==> src/hdl/ssel_pkg.sv <==
/*
  Constants shared by the sensor supervisor: register map, status bit positions,
  reset values and timing counts derived from the 40 MHz system clock.
  Assumes a single clock domain at CLOCK_HZ.
*/
package ssel_pkg;
  localparam int unsigned CLOCK_HZ = 40_000_000;
  localparam int ADDR_W = 8;
  localparam int DATA_W = 32;

  // register byte addresses
  localparam logic [7:0] ADDR_STATUS = 8'h00;
  localparam logic [7:0] ADDR_MASK = 8'h04;
  localparam logic [7:0] ADDR_STATE = 8'h08;
  localparam logic [7:0] ADDR_CONTROL = 8'h0C;

  // status / mask bit positions
  localparam int EV_BROWNOUT = 0;
  localparam int EV_EXT_RESET = 1;
  localparam int EV_OVERLOAD = 2;
  localparam int EV_STARTED = 3;
  localparam int EV_W = 4;

  // state register layout
  localparam int ST_STATE_LSB = 0;
  localparam int ST_POWER_GOOD = 2;
  localparam int ST_FAULT = 3;
  localparam int ST_AUTOCHECK = 4;

  // control register layout
  localparam int CTRL_AUTOCHECK = 0;

  localparam logic [EV_W-1:0] MASK_RESET = 4'h0;
  localparam logic [DATA_W-1:0] ZERO_WORD = 32'h0000_0000;

  // startup delay after power good: 40 us
  localparam int unsigned STARTUP_US = 40;
  localparam int unsigned STARTUP_CYCLES = STARTUP_US * (CLOCK_HZ / 1_000_000);
  localparam int STARTUP_W = 11;

  // switched-capacitor clock: 200 kHz, toggled every half period
  localparam int unsigned SC_CLOCK_HZ = 200_000;
  localparam int unsigned SC_HALF_CYCLES = CLOCK_HZ / (2 * SC_CLOCK_HZ);
  localparam int SC_W = 7;

  // self-test square wave: 24.4 Hz, kept in centi-hertz
  localparam longint unsigned AUTOCHECK_CHZ = 2440;
  localparam longint unsigned AUTOCHECK_HALF_CYCLES =
    (64'(CLOCK_HZ) * 64'd100) / (64'd2 * AUTOCHECK_CHZ);
  localparam int AUTOCHECK_W = 20;

  typedef enum logic [1:0] {
    ssel_off = 2'b00,
    ssel_startup = 2'b01,
    ssel_run = 2'b10
  } ssel_state_type;
endpackage

==> src/hdl/ssel_top.sv <==
/*
  Supervisory logic of a single-axis sensor: power supervision, external reset,
  self-test square wave, fault flag, overload restart and a small register port
  with a sticky event status and one interrupt line.
  Assumes supply_ok and overload_detect come from synchronous comparators;
  reset_in_n and autocheck_enable are pins and are synchronised here.
*/
// The placing of the registers and the address-and-strobe port were decided locally.
// Contract
// at power on, power good stays low until the supply passes the threshold, then startup begins.
// a supply drop forces power good low until it recovers, followed by a fresh startup.
// the fault flag is high from power on until startup has completed.
// the reset pin is active low with a pull-up, so an open pin means no reset.
// while external reset is held, both outputs go to mid supply and the fault flag is high.
// the self-test pin is active high with a pull-down, so an open pin means no self-test.
// while self-test is on, a square wave of about 24 Hz and 1.3 g rides on the outputs.
// the host should run self-test only with the sensor at rest.
// the fault flag is high whenever the outputs are invalid: supply bad, reset, or overload.
// an overload resets the readout and restarts startup until acceleration is back in range.
// the sensor becomes operational about 40 us after power good rises.
// the readout electronics run from a 200 kHz switched-capacitor clock.
// reset and self-test pins are synchronised before they are acted on.
// the fault flag clears only after the startup that follows an overload or reset ends.
`timescale 1ns/1ps
module ssel_top #(
  parameter int unsigned AUTOCHECK_HALF = 32'(ssel_pkg::AUTOCHECK_HALF_CYCLES)
) (
  input wire logic clock,
  input wire logic reset,
  input wire logic supply_ok,
  input wire logic reset_in_n,
  input wire logic autocheck_enable,
  input wire logic overload_detect,
  input wire logic [ssel_pkg::ADDR_W-1:0] address,
  input wire logic [ssel_pkg::DATA_W-1:0] write_data,
  input wire logic write_strobe,
  input wire logic read_strobe,
  output logic [ssel_pkg::DATA_W-1:0] read_data,
  output logic power_good,
  output logic fault_flag,
  output logic readout_reset,
  output logic outputs_to_mid,
  output logic stimulus_on,
  output logic stimulus_phase,
  output logic sc_clock,
  output logic irq
);
  import ssel_pkg::*;

  logic [1:0] sync_stage [2];
  logic ext_active;
  logic autocheck_pin;
  logic autocheck_active;
  ssel_state_type state;
  ssel_state_type next_state;
  logic [STARTUP_W-1:0] startup_count;
  logic [STARTUP_W-1:0] next_startup_count;
  logic [SC_W-1:0] sc_count;
  logic [AUTOCHECK_W-1:0] wave_count;
  logic [EV_W-1:0] status;
  logic [EV_W-1:0] mask;
  logic ctrl_autocheck;
  logic ext_prev;
  logic overload_prev;
  logic [EV_W-1:0] events;
  logic [EV_W-1:0] clear_bits;

  // two-flop synchronisers, bit 0 = reset pin, bit 1 = self-test pin
  // presets match the idle pin levels, so leaving reset shows no false edge
  genvar gi;
  generate
    for (gi = 0; gi < 2; gi++) begin : g_sync
      always_ff @(posedge clock) begin
        if (reset) begin
          sync_stage[gi] <= (gi == 0) ? 2'b11 : 2'b00;
        end else begin
          sync_stage[gi] <= {sync_stage[gi][0], (gi == 0) ? reset_in_n : autocheck_enable};
        end
      end
    end
  endgenerate

  assign ext_active = !sync_stage[0][1];
  assign autocheck_pin = sync_stage[1][1];
  assign autocheck_active = autocheck_pin | ctrl_autocheck;

  // overload and external reset keep the sequencer parked at count zero
  // in run the count stays put; only a cause from outside sends it back to zero
  always_comb begin
    next_state = state;
    next_startup_count = startup_count;
    if (!supply_ok) begin
      next_state = ssel_off;
      next_startup_count = '0;
    end else if (ext_active || overload_detect) begin
      next_state = ssel_startup;
      next_startup_count = '0;
    end else begin
      unique case (state)
        ssel_off: begin
          next_state = ssel_startup;
          next_startup_count = '0;
        end
        ssel_startup: begin
          if (startup_count == STARTUP_W'(STARTUP_CYCLES - 1)) begin
            next_state = ssel_run;
          end else begin
            next_startup_count = startup_count + 1'b1;
          end
        end
        ssel_run: begin
          next_state = ssel_run;
        end
        default: begin
          next_state = ssel_off;
          next_startup_count = '0;
        end
      endcase
    end
  end

  always_ff @(posedge clock) begin
    if (reset) begin
      state <= ssel_off;
      startup_count <= '0;
    end else begin
      state <= next_state;
      startup_count <= next_startup_count;
    end
  end

  always_ff @(posedge clock) begin
    if (reset) begin
      power_good <= 1'b0;
      fault_flag <= 1'b1;
      readout_reset <= 1'b1;
      outputs_to_mid <= 1'b0;
    end else begin
      power_good <= supply_ok;
      // released only by completion of startup, never by the cause going away
      fault_flag <= (next_state != ssel_run);
      // a held overload keeps the count at zero, so the readout stays in reset
      readout_reset <= (next_state != ssel_run) && (next_startup_count == '0);
      outputs_to_mid <= ext_active;
    end
  end

  // 200 kHz switched-capacitor clock
  // free running: the readout clock does not stop during startup or external reset
  always_ff @(posedge clock) begin
    if (reset) begin
      sc_count <= '0;
      sc_clock <= 1'b0;
    end else if (sc_count == SC_W'(SC_HALF_CYCLES - 1)) begin
      sc_count <= '0;
      sc_clock <= !sc_clock;
    end else begin
      sc_count <= sc_count + 1'b1;
    end
  end

  // self-test square wave, 50 % duty; only shown once the outputs are valid
  always_ff @(posedge clock) begin
    if (reset) begin
      wave_count <= '0;
      stimulus_phase <= 1'b0;
      stimulus_on <= 1'b0;
    end else begin
      stimulus_on <= autocheck_active && (next_state == ssel_run);
      if (!autocheck_active) begin
        wave_count <= '0;
        stimulus_phase <= 1'b0;
      end else if (wave_count == AUTOCHECK_W'(AUTOCHECK_HALF - 1)) begin
        wave_count <= '0;
        stimulus_phase <= !stimulus_phase;
      end else begin
        wave_count <= wave_count + 1'b1;
      end
    end
  end

  // event capture for the sticky status register
  always_ff @(posedge clock) begin
    if (reset) begin
      ext_prev <= 1'b0;
      overload_prev <= 1'b0;
    end else begin
      ext_prev <= ext_active;
      overload_prev <= overload_detect;
    end
  end

  always_comb begin
    events = '0;
    events[EV_BROWNOUT] = power_good && !supply_ok;
    events[EV_EXT_RESET] = ext_active && !ext_prev;
    events[EV_OVERLOAD] = overload_detect && !overload_prev;
    events[EV_STARTED] = (state == ssel_startup) && (next_state == ssel_run);
    clear_bits = '0;
    if (write_strobe && address == ADDR_STATUS) begin
      clear_bits = write_data[EV_W-1:0];
    end
  end

  // a new event in the clearing cycle survives the clear
  always_ff @(posedge clock) begin
    if (reset) begin
      status <= '0;
    end else begin
      status <= (status & ~clear_bits) | events;
    end
  end

  always_ff @(posedge clock) begin
    if (reset) begin
      mask <= MASK_RESET;
      ctrl_autocheck <= 1'b0;
    end else if (write_strobe) begin
      if (address == ADDR_MASK) begin
        mask <= write_data[EV_W-1:0];
      end
      if (address == ADDR_CONTROL) begin
        ctrl_autocheck <= write_data[CTRL_AUTOCHECK];
      end
    end
  end

  always_ff @(posedge clock) begin
    if (reset) begin
      read_data <= ZERO_WORD;
    end else begin
      read_data <= ZERO_WORD;
      // zero outside the read cycle, so a stale word never looks like fresh data
      if (read_strobe) begin
        unique case (address)
          ADDR_STATUS: read_data[EV_W-1:0] <= status;
          ADDR_MASK: read_data[EV_W-1:0] <= mask;
          ADDR_STATE: begin
            read_data[ST_STATE_LSB +: 2] <= state;
            read_data[ST_POWER_GOOD] <= power_good;
            read_data[ST_FAULT] <= fault_flag;
            read_data[ST_AUTOCHECK] <= autocheck_active;
          end
          ADDR_CONTROL: read_data[CTRL_AUTOCHECK] <= ctrl_autocheck;
          default: read_data <= ZERO_WORD;
        endcase
      end
    end
  end

  always_ff @(posedge clock) begin
    if (reset) begin
      irq <= 1'b0;
    end else begin
      // one cycle behind the status so the pin comes straight from a flop
      irq <= |(status & mask);
    end
  end
endmodule

==> config.mk <==
export PLATFORM = sky130hd
export DESIGN_NAME = ssel_top
export DESIGN_NICKNAME = d
export VERILOG_FILES = /design/src/hdl/ssel_pkg.sv /design/src/hdl/ssel_top.sv
export SDC_FILE = /design/constraint.sdc
export NUM_CORES = 1
export LEC_CHECK = 0
export ABC_AREA = 1
export BUFFER_PORTS_ARGS = -buffer_cell sky130_fd_sc_hd__buf_2
export CAP_MARGIN = 20
export CORE_ASPECT_RATIO = 1.2
export CORE_MARGIN = 2
export CORE_UTILIZATION = 40
export DETAILED_ROUTE_END_ITERATION = 10
export SLEW_MARGIN = 30
export SYNTH_ARGS = -nofsm -noshare
export SYNTH_HDL_FRONTEND = slang
export SYNTH_SLANG_ARGS = --single-unit
==> constraint.sdc <==
create_clock -name clock -period 1.8 [get_ports clock]
set_input_delay 0.36 -clock clock [delete_from_list [all_inputs] [get_ports clock]]
set_output_delay 0.36 -clock clock [all_outputs]
set_load 0.01 [all_outputs]
==> results of run 1 <==
power by group:
group | internal, mW | switching, mW
clock | 0.748 | 0.574
combinational | 0.0580 | 0.105
sequential | 1.50 | 0.0123
routing by layer:
layer,up-vias,routed length (um),track usage [%]
met5,-,0,0
met4,0,119,7.14
met3,10,267,4.19
met2,48,3410,25.9
met1,1321,3170,19.4
li1,1543,-,-
cells in the mapped netlist, types with 3 or more instances:
library cell,instances
xor2_1,3
inv_1,48
a21oi_1,20
nor3_1,8
nand4_1,4
nor2_2,6
buf_4,29
nand3_1,25
dfxtp_1,67
nor4_1,4
nor2_1,64
or2_2,5
o21ai_0,13
clkbuf_1,4
inv_2,7
nand2_2,4
xnor2_1,5
ha_1,7
o211ai_1,3
nor3_2,3
nand2_1,104
per-stage QoR:
stage	hold WS (ns)	std cells	setup WS (ns)	utilization [%]
detailed placement	0.400	628	0.0768	45.7
floorplan	0.388	492	0.248	-
CTS	0.171	643	0.0272	48.3
finish	0.190	643	0.0988	48.7
global placement	0.392	628	0.0640	45.7
global route	0.186	643	-0.0782	48.7
cell type report:
type / instances / area (sq um) / share of cell area, %
sequential: 67 / 1340 / 33.7
clock buffer: 12 / 165 / 4.14
multi-input combinational: 335 / 1740 / 43.6
inverter: 56 / 214 / 5.36
timing repair buffer: 56 / 340 / 8.53
clock inverter: 3 / 46.3 / 1.16
tap: 114 / 143 / 3.57
critical path, cell delays in order, from the launching register on:
cell and delay (ns):
dfxtp_1 0.35, ha_2 0.21, nand2_1 0.09, nor2_2 0.13, nand2_2 0.10, nor2_4 0.11
nand3_1 0.09, inv_2 0.08, nand3_2 0.10, nor3_4 0.16, and2_1 0.15, nor2_1 0.04
state kept, by name (all words and copies together), names as in the netlist:
register        flops
startup_count      11
readout_reset       1
stimulus_on         1
ctrl_autocheck      1
power_good          1
status              4
fault_flag          1
irq                 1
sc_clock            1
sc_count            7
stimulus_phase      1
overload_prev       1
sync_stage          4
read_data           5
mask                4
ext_prev            1
wave_count         20
state               2
final timing paths:
kind                                    endpoint  slack (ns)  cells past startpoint
worst max-delay path              wave_count[16]         0.1                     11
worst min register to register  sync_stage[0][1]        0.41                      1
worst min-delay path            sync_stage[0][0]        0.19                      2
worst max register to register    wave_count[16]         0.1                     11
kinds of logic (layout without fill, tap and decap cells):
logic type | Yosys count | after routing | synth area share [%]
compound gates | 50 | 50 | 8.48
xor+xnor | 8 | 8 | 2.06
fa+ha+maj | 7 | 7 | 2.57
buf+inv | 90 | 127 | 13.4
flops | 67 | 67 | 39.4
mux | 1 | 1 | 0.661
other cells | 1 | 27 | 0.110
simple gates | 242 | 242 | 33.4
what timing repair did:
item / CTS / global route
hold endpoints to repair: 0 / 0
setup endpoints to repair: 0 / 18
gates resized for setup: 0 / 10
==> summary.txt, run 1 <==
Yosys
  • Largest cells by area after synthesis: dfxtp_1 (39%), nand2_1 (11%), nor2_1 (7.0%)
  • Fraction of post-synthesis cell area in the top cell type by area: 39.4%
  • Count of flip-flops with a built-in enable after synthesis: 0
  • Fraction of registers with async set or reset after synthesis: 0%
  • Most used flip-flop cell after synthesis: dfxtp_1
  • Count of warnings emitted by yosys: 0
  • Number of different library cells in the post-synthesis netlist: 46
  • Share of synthesized area occupied by flip-flops and latches: 39.4%
  • Avg Inst Size Synth: 7.31 sq um
  • Post-synthesis instance total: 466
  • Combined area of all synthesized cells: 3410 sq um
  • Synthesized flop and latch total: 67
  • Most area-hungry cell type in the Yosys netlist: dfxtp_1

Power
  • Total power per unit cell area: 751 nW/um^2
  • Total power draw: 3.00 mW
  • Maximum resistive drop on vdd: 0.445 mV
  • Leakage power total: 1.77 nW

Clock tree
  • # hold bufs at CTS: 0
  • Clock tree root driver cell: clkbuf_8
  • CTS clk-pin slew, worst paths: 0.07 ns
  • Insertion delay of the later-clocked pin in the worst-skew pair: 0.35 ns
  • Number of H-tree levels: 3
  • Inserted Clock Buffers: 9
  • # clock sinks: 67
  • Buffer count from post-CTS setup fixing: 0
  • CTS tree: yes
  • Number of buffers on the longest clock path: 2

Detailed routing
  • Routed via count divided by cell count: 4.54
  • Total via count after detailed routing: 2,922
  • Routed wire length: 6970 um
  • Violation count after the first detailed-route iteration: 73
  • Number of remaining DRC errors: 0
  • Remaining number of nets flagged by the antenna check after routing: 0
  • DRT Pass-1 Iters: 4
  • Average wire length per cell after detail routing: 10.8 um

Timing
  • Final period util: 94.5%
  • Count of final setup violators: 0
  • F_max: 588 MHz
  • RSZ-0062 raised after global routing: true
  • Min Tclk post-route: 1.70 ns
  • Total Negative Setup Slacks: 0 ns
  • Hold Violations, Final: 0
  • Number of max-slew violations in the final report: 0
  • Clock Skew: 0.00709 ns

Worst setup path
  • Crit end category: register
  • Arr. time, crit path: 1.95 ns
  • Critical path startpoint: wave_count[1]
  • Classification of the worst setup path: reg2reg
  • R2r startpoint: wave_count[1]
  • Req. time, crit path: 2.04 ns
  • Largest driver fanout on the critical path: 3
  • CP Launch Type: register

Worst hold path
  • Worst hold start: reset_in_n
  • Worst min-delay path category: in2reg

Run
  • Max-cap viol count: 0

Floorplan
  • Placeable Area: 8200 sq um
  • Initial core utilization: 41.6%
  • DIE AREA: 9280 sq um
  • Width of the chip: 88.3 um
  • Cell Rows: 36
  • Ports placed on the boundary: 88
  • Vertical die dimension: 105 um

Placement
  • Gp weighted congestion: 0.796
  • Dpl hpwl: 5340 um
  • Number of I/O port buffers: 32
  • Total cell area at the placement stage: 3740 sq um

Cells and area
  • Post-synthesis to final-layout area growth: 17.1%
  • Total Nets Final: 580
  • Fillcell total: 840
  • Most common cell after layout, fill and taps aside: nand2_1
  • Antenna diode count: 0
  • Post-route cell area: 3990 sq um
  • Highest-count cells in the layout ignoring fill and taps: nand2_1 (103), dfxtp_1 (65), nor2_1 (64), inv_1 (48), buf_2 (32)
  • Fraction of final layout cells with drive strength greater than 1: 21.9%

Global routing
  • Total track usage: 16.0%
  • Initial antenna violation count: 0
  • Pin count of the biggest net entering global routing: 18
  • Global-route wire length before repair: 11,700 um
  • Total gr overflow: 0
  • Number of global-route vias before repair: 2,691

Run status
  • Run status: complete, no violations
Power figures use the tool's default switching activity.
==> inputs of run 2 (changes only) <==
==> constraint.sdc (replaced) <==
create_clock -name clock -period 1.8 [get_ports clock]
set_input_delay 0.09 -clock clock [delete_from_list [all_inputs] [get_ports clock]]
set_output_delay 0.09 -clock clock [all_outputs]
set_load 0.01 [all_outputs]
==> summary.txt, run 2 (synthesis gave the netlist of run 1 again) <==
Global routing
  • Total gr overflow: 0
  • Number of global-route vias before repair: 2,755
  • Total track usage: 15.8%
  • Pin count of the biggest net entering global routing: 18
  • Initial antenna violation count: 0
  • Global-route wire length before repair: 11,700 um

Worst setup path
  • CP Launch Type: register
  • Worst path cell trace: inv_1 > ha_1 > nand3_1 > inv_2 > o21a_1 > nand2_1 > nand2_1 > a21oi_1 > nand4_1 > nand2_1
  • Max incr delay on CP: 0.41 ns
  • Most common cell on crit path: nand2_1
  • Max stage delay cell, worst path: dfxtp_1
  • Number of buffers and inverters on the critical path: 2
  • Arr. time, crit path: 1.91 ns
  • Classification of the worst setup path: reg2reg
  • Largest driver fanout on the critical path: 9
  • Req. time, crit path: 2.02 ns
  • Crit path max-delay family: flip-flops
  • Crit end category: register

Clock tree
  • Buffer count from post-CTS setup fixing: 0
  • Insertion delay of the later-clocked pin in the worst-skew pair: 0.34 ns
  • CTS clk-pin slew, worst paths: 0.08 ns
  • Inserted Clock Buffers: 9
  • # clock sinks: 67
  • Number of H-tree levels: 3
  • Clock tree root driver cell: clkbuf_8
  • CTS tree: yes
  • Number of buffers on the longest clock path: 2

Cells and area
  • Utilization after layout: 48.0%
  • Register with the highest flop count: wave_count
  • Registers with the highest flip-flop counts: wave_count: 20 flops, startup_count: 11 flops, sc_count: 7 flops
  • Post-synthesis to final-layout area growth: 15.4%
  • Highest-count cells in the layout ignoring fill and taps: nand2_1 (103), dfxtp_1 (66), nor2_1 (64), inv_1 (47), buf_2 (32)
  • Total Nets Final: 578
  • Most common cell after layout, fill and taps aside: nand2_1
  • Antenna diode count: 0
  • Fraction of final layout cells with drive strength greater than 1: 21.0%
  • Max reg flops: 20

Timing
  • Number of max-slew violations in the final report: 0
  • Final period util: 94.1%
  • Clock Skew: 0.00832 ns
  • RSZ-0062 raised after global routing: true
  • Minimum hold slack: 0.0213 ns
  • Min Tclk post-route: 1.69 ns
  • F_max: 591 MHz
  • Final worst-path setup slack: 0.107 ns
  • Hold Violations, Final: 0
  • Count of final setup violators: 0

Detailed routing
  • Average wire length per cell after detail routing: 10.6 um
  • Routed via count divided by cell count: 4.50
  • Total via count after detailed routing: 2,888
  • Routed wire length: 6820 um
  • Violation count after the first detailed-route iteration: 63
  • Number of remaining DRC errors: 0
  • DRT Pass-1 Iters: 4
  • Remaining number of nets flagged by the antenna check after routing: 0

Floorplan
  • Ports placed on the boundary: 88
  • Placeable Area: 8200 sq um
  • Width of the chip: 88.3 um
  • Cell Rows: 36
  • Vertical die dimension: 105 um
  • DIE AREA: 9280 sq um
  • Initial core utilization: 41.6%

Power
  • Total power per unit cell area: 710 nW/um^2
  • Leakage power total: 1.72 nW
  • Maximum resistive drop on vdd: 0.519 mV

Placement
  • Worst slack, placed: 0.101 ns
  • Dpl hpwl: 5240 um
  • Gp weighted congestion: 0.809
  • Number of I/O port buffers: 32

Run status
  • Run status: complete, no violations

Run
  • Max-cap viol count: 0

Worst hold path
  • Worst min-delay path category: in2reg
-- run 2: routing by layer --
metal  global-route usage, %  wire [um]
met1                    19.5       3160
met2                    26.5       3360
met3                    3.32        195
met4                    6.17        102
met5                       0          0
-- run 2: worst reg2reg max path, stage by stage, from the launching register on --
cell	delay, ns
dfxtp_1	0.41
inv_1	0.11
ha_1	0.29
nand3_1	0.11
inv_2	0.17
o21a_1	0.14
nand2_1	0.06
nand2_1	0.09
a21oi_1	0.05
nand4_1	0.09
nand2_1	0.06
-- run 2: worst paths after layout --
path | slack [ns] | start | cells past startpoint | endpoint
hold / removal | 0.02 | write_data[0] | 3 | mask[0]
setup reg to reg | 0.11 | state[0] | 10 | readout_reset
hold reg to reg | 0.40 | sync_stage[1][0] | 2 | sync_stage[1][1]
setup / recovery | 0.11 | state[0] | 10 | readout_reset
-- run 2: timing repair --
item,CTS,global route
setup endpoints to repair,0,16
gates resized for setup,0,7
hold buffers,3,0
endpoints found under the hold margin,3,0
-- run 2: area by class of cell --
type                            instances  area (sq um)
Fill cell                             875          4260
Multi-Input combinational cell        335          1730
Sequential cell                        67          1340
Timing Repair Buffer                   54           333
Inverter                               56           211
Tap cell                              114           143
Clock buffer                            9           124
Clock inverter                          7          51.3
-- run 2: where the power goes --
group          internal, mW  leakage [nW]  switching (mW)
clock                 0.506        0.0860           0.609
combinational        0.0596          1.10           0.103
sequential             1.50         0.543          0.0130
-- run 2: metrics by stage --
stage          cells  area, sq um  total power [mW]  TNS (ns)
2_1_floorplan    492         3510              1.69         0
3_3_place_gp     623         3710              1.70         0
3_5_place_dp     623         3710              1.70         0
4_1_cts          642         3910              2.83         0
5_1_grt          642         3930              2.92   -0.0329
6_report         642         3930              2.79         0
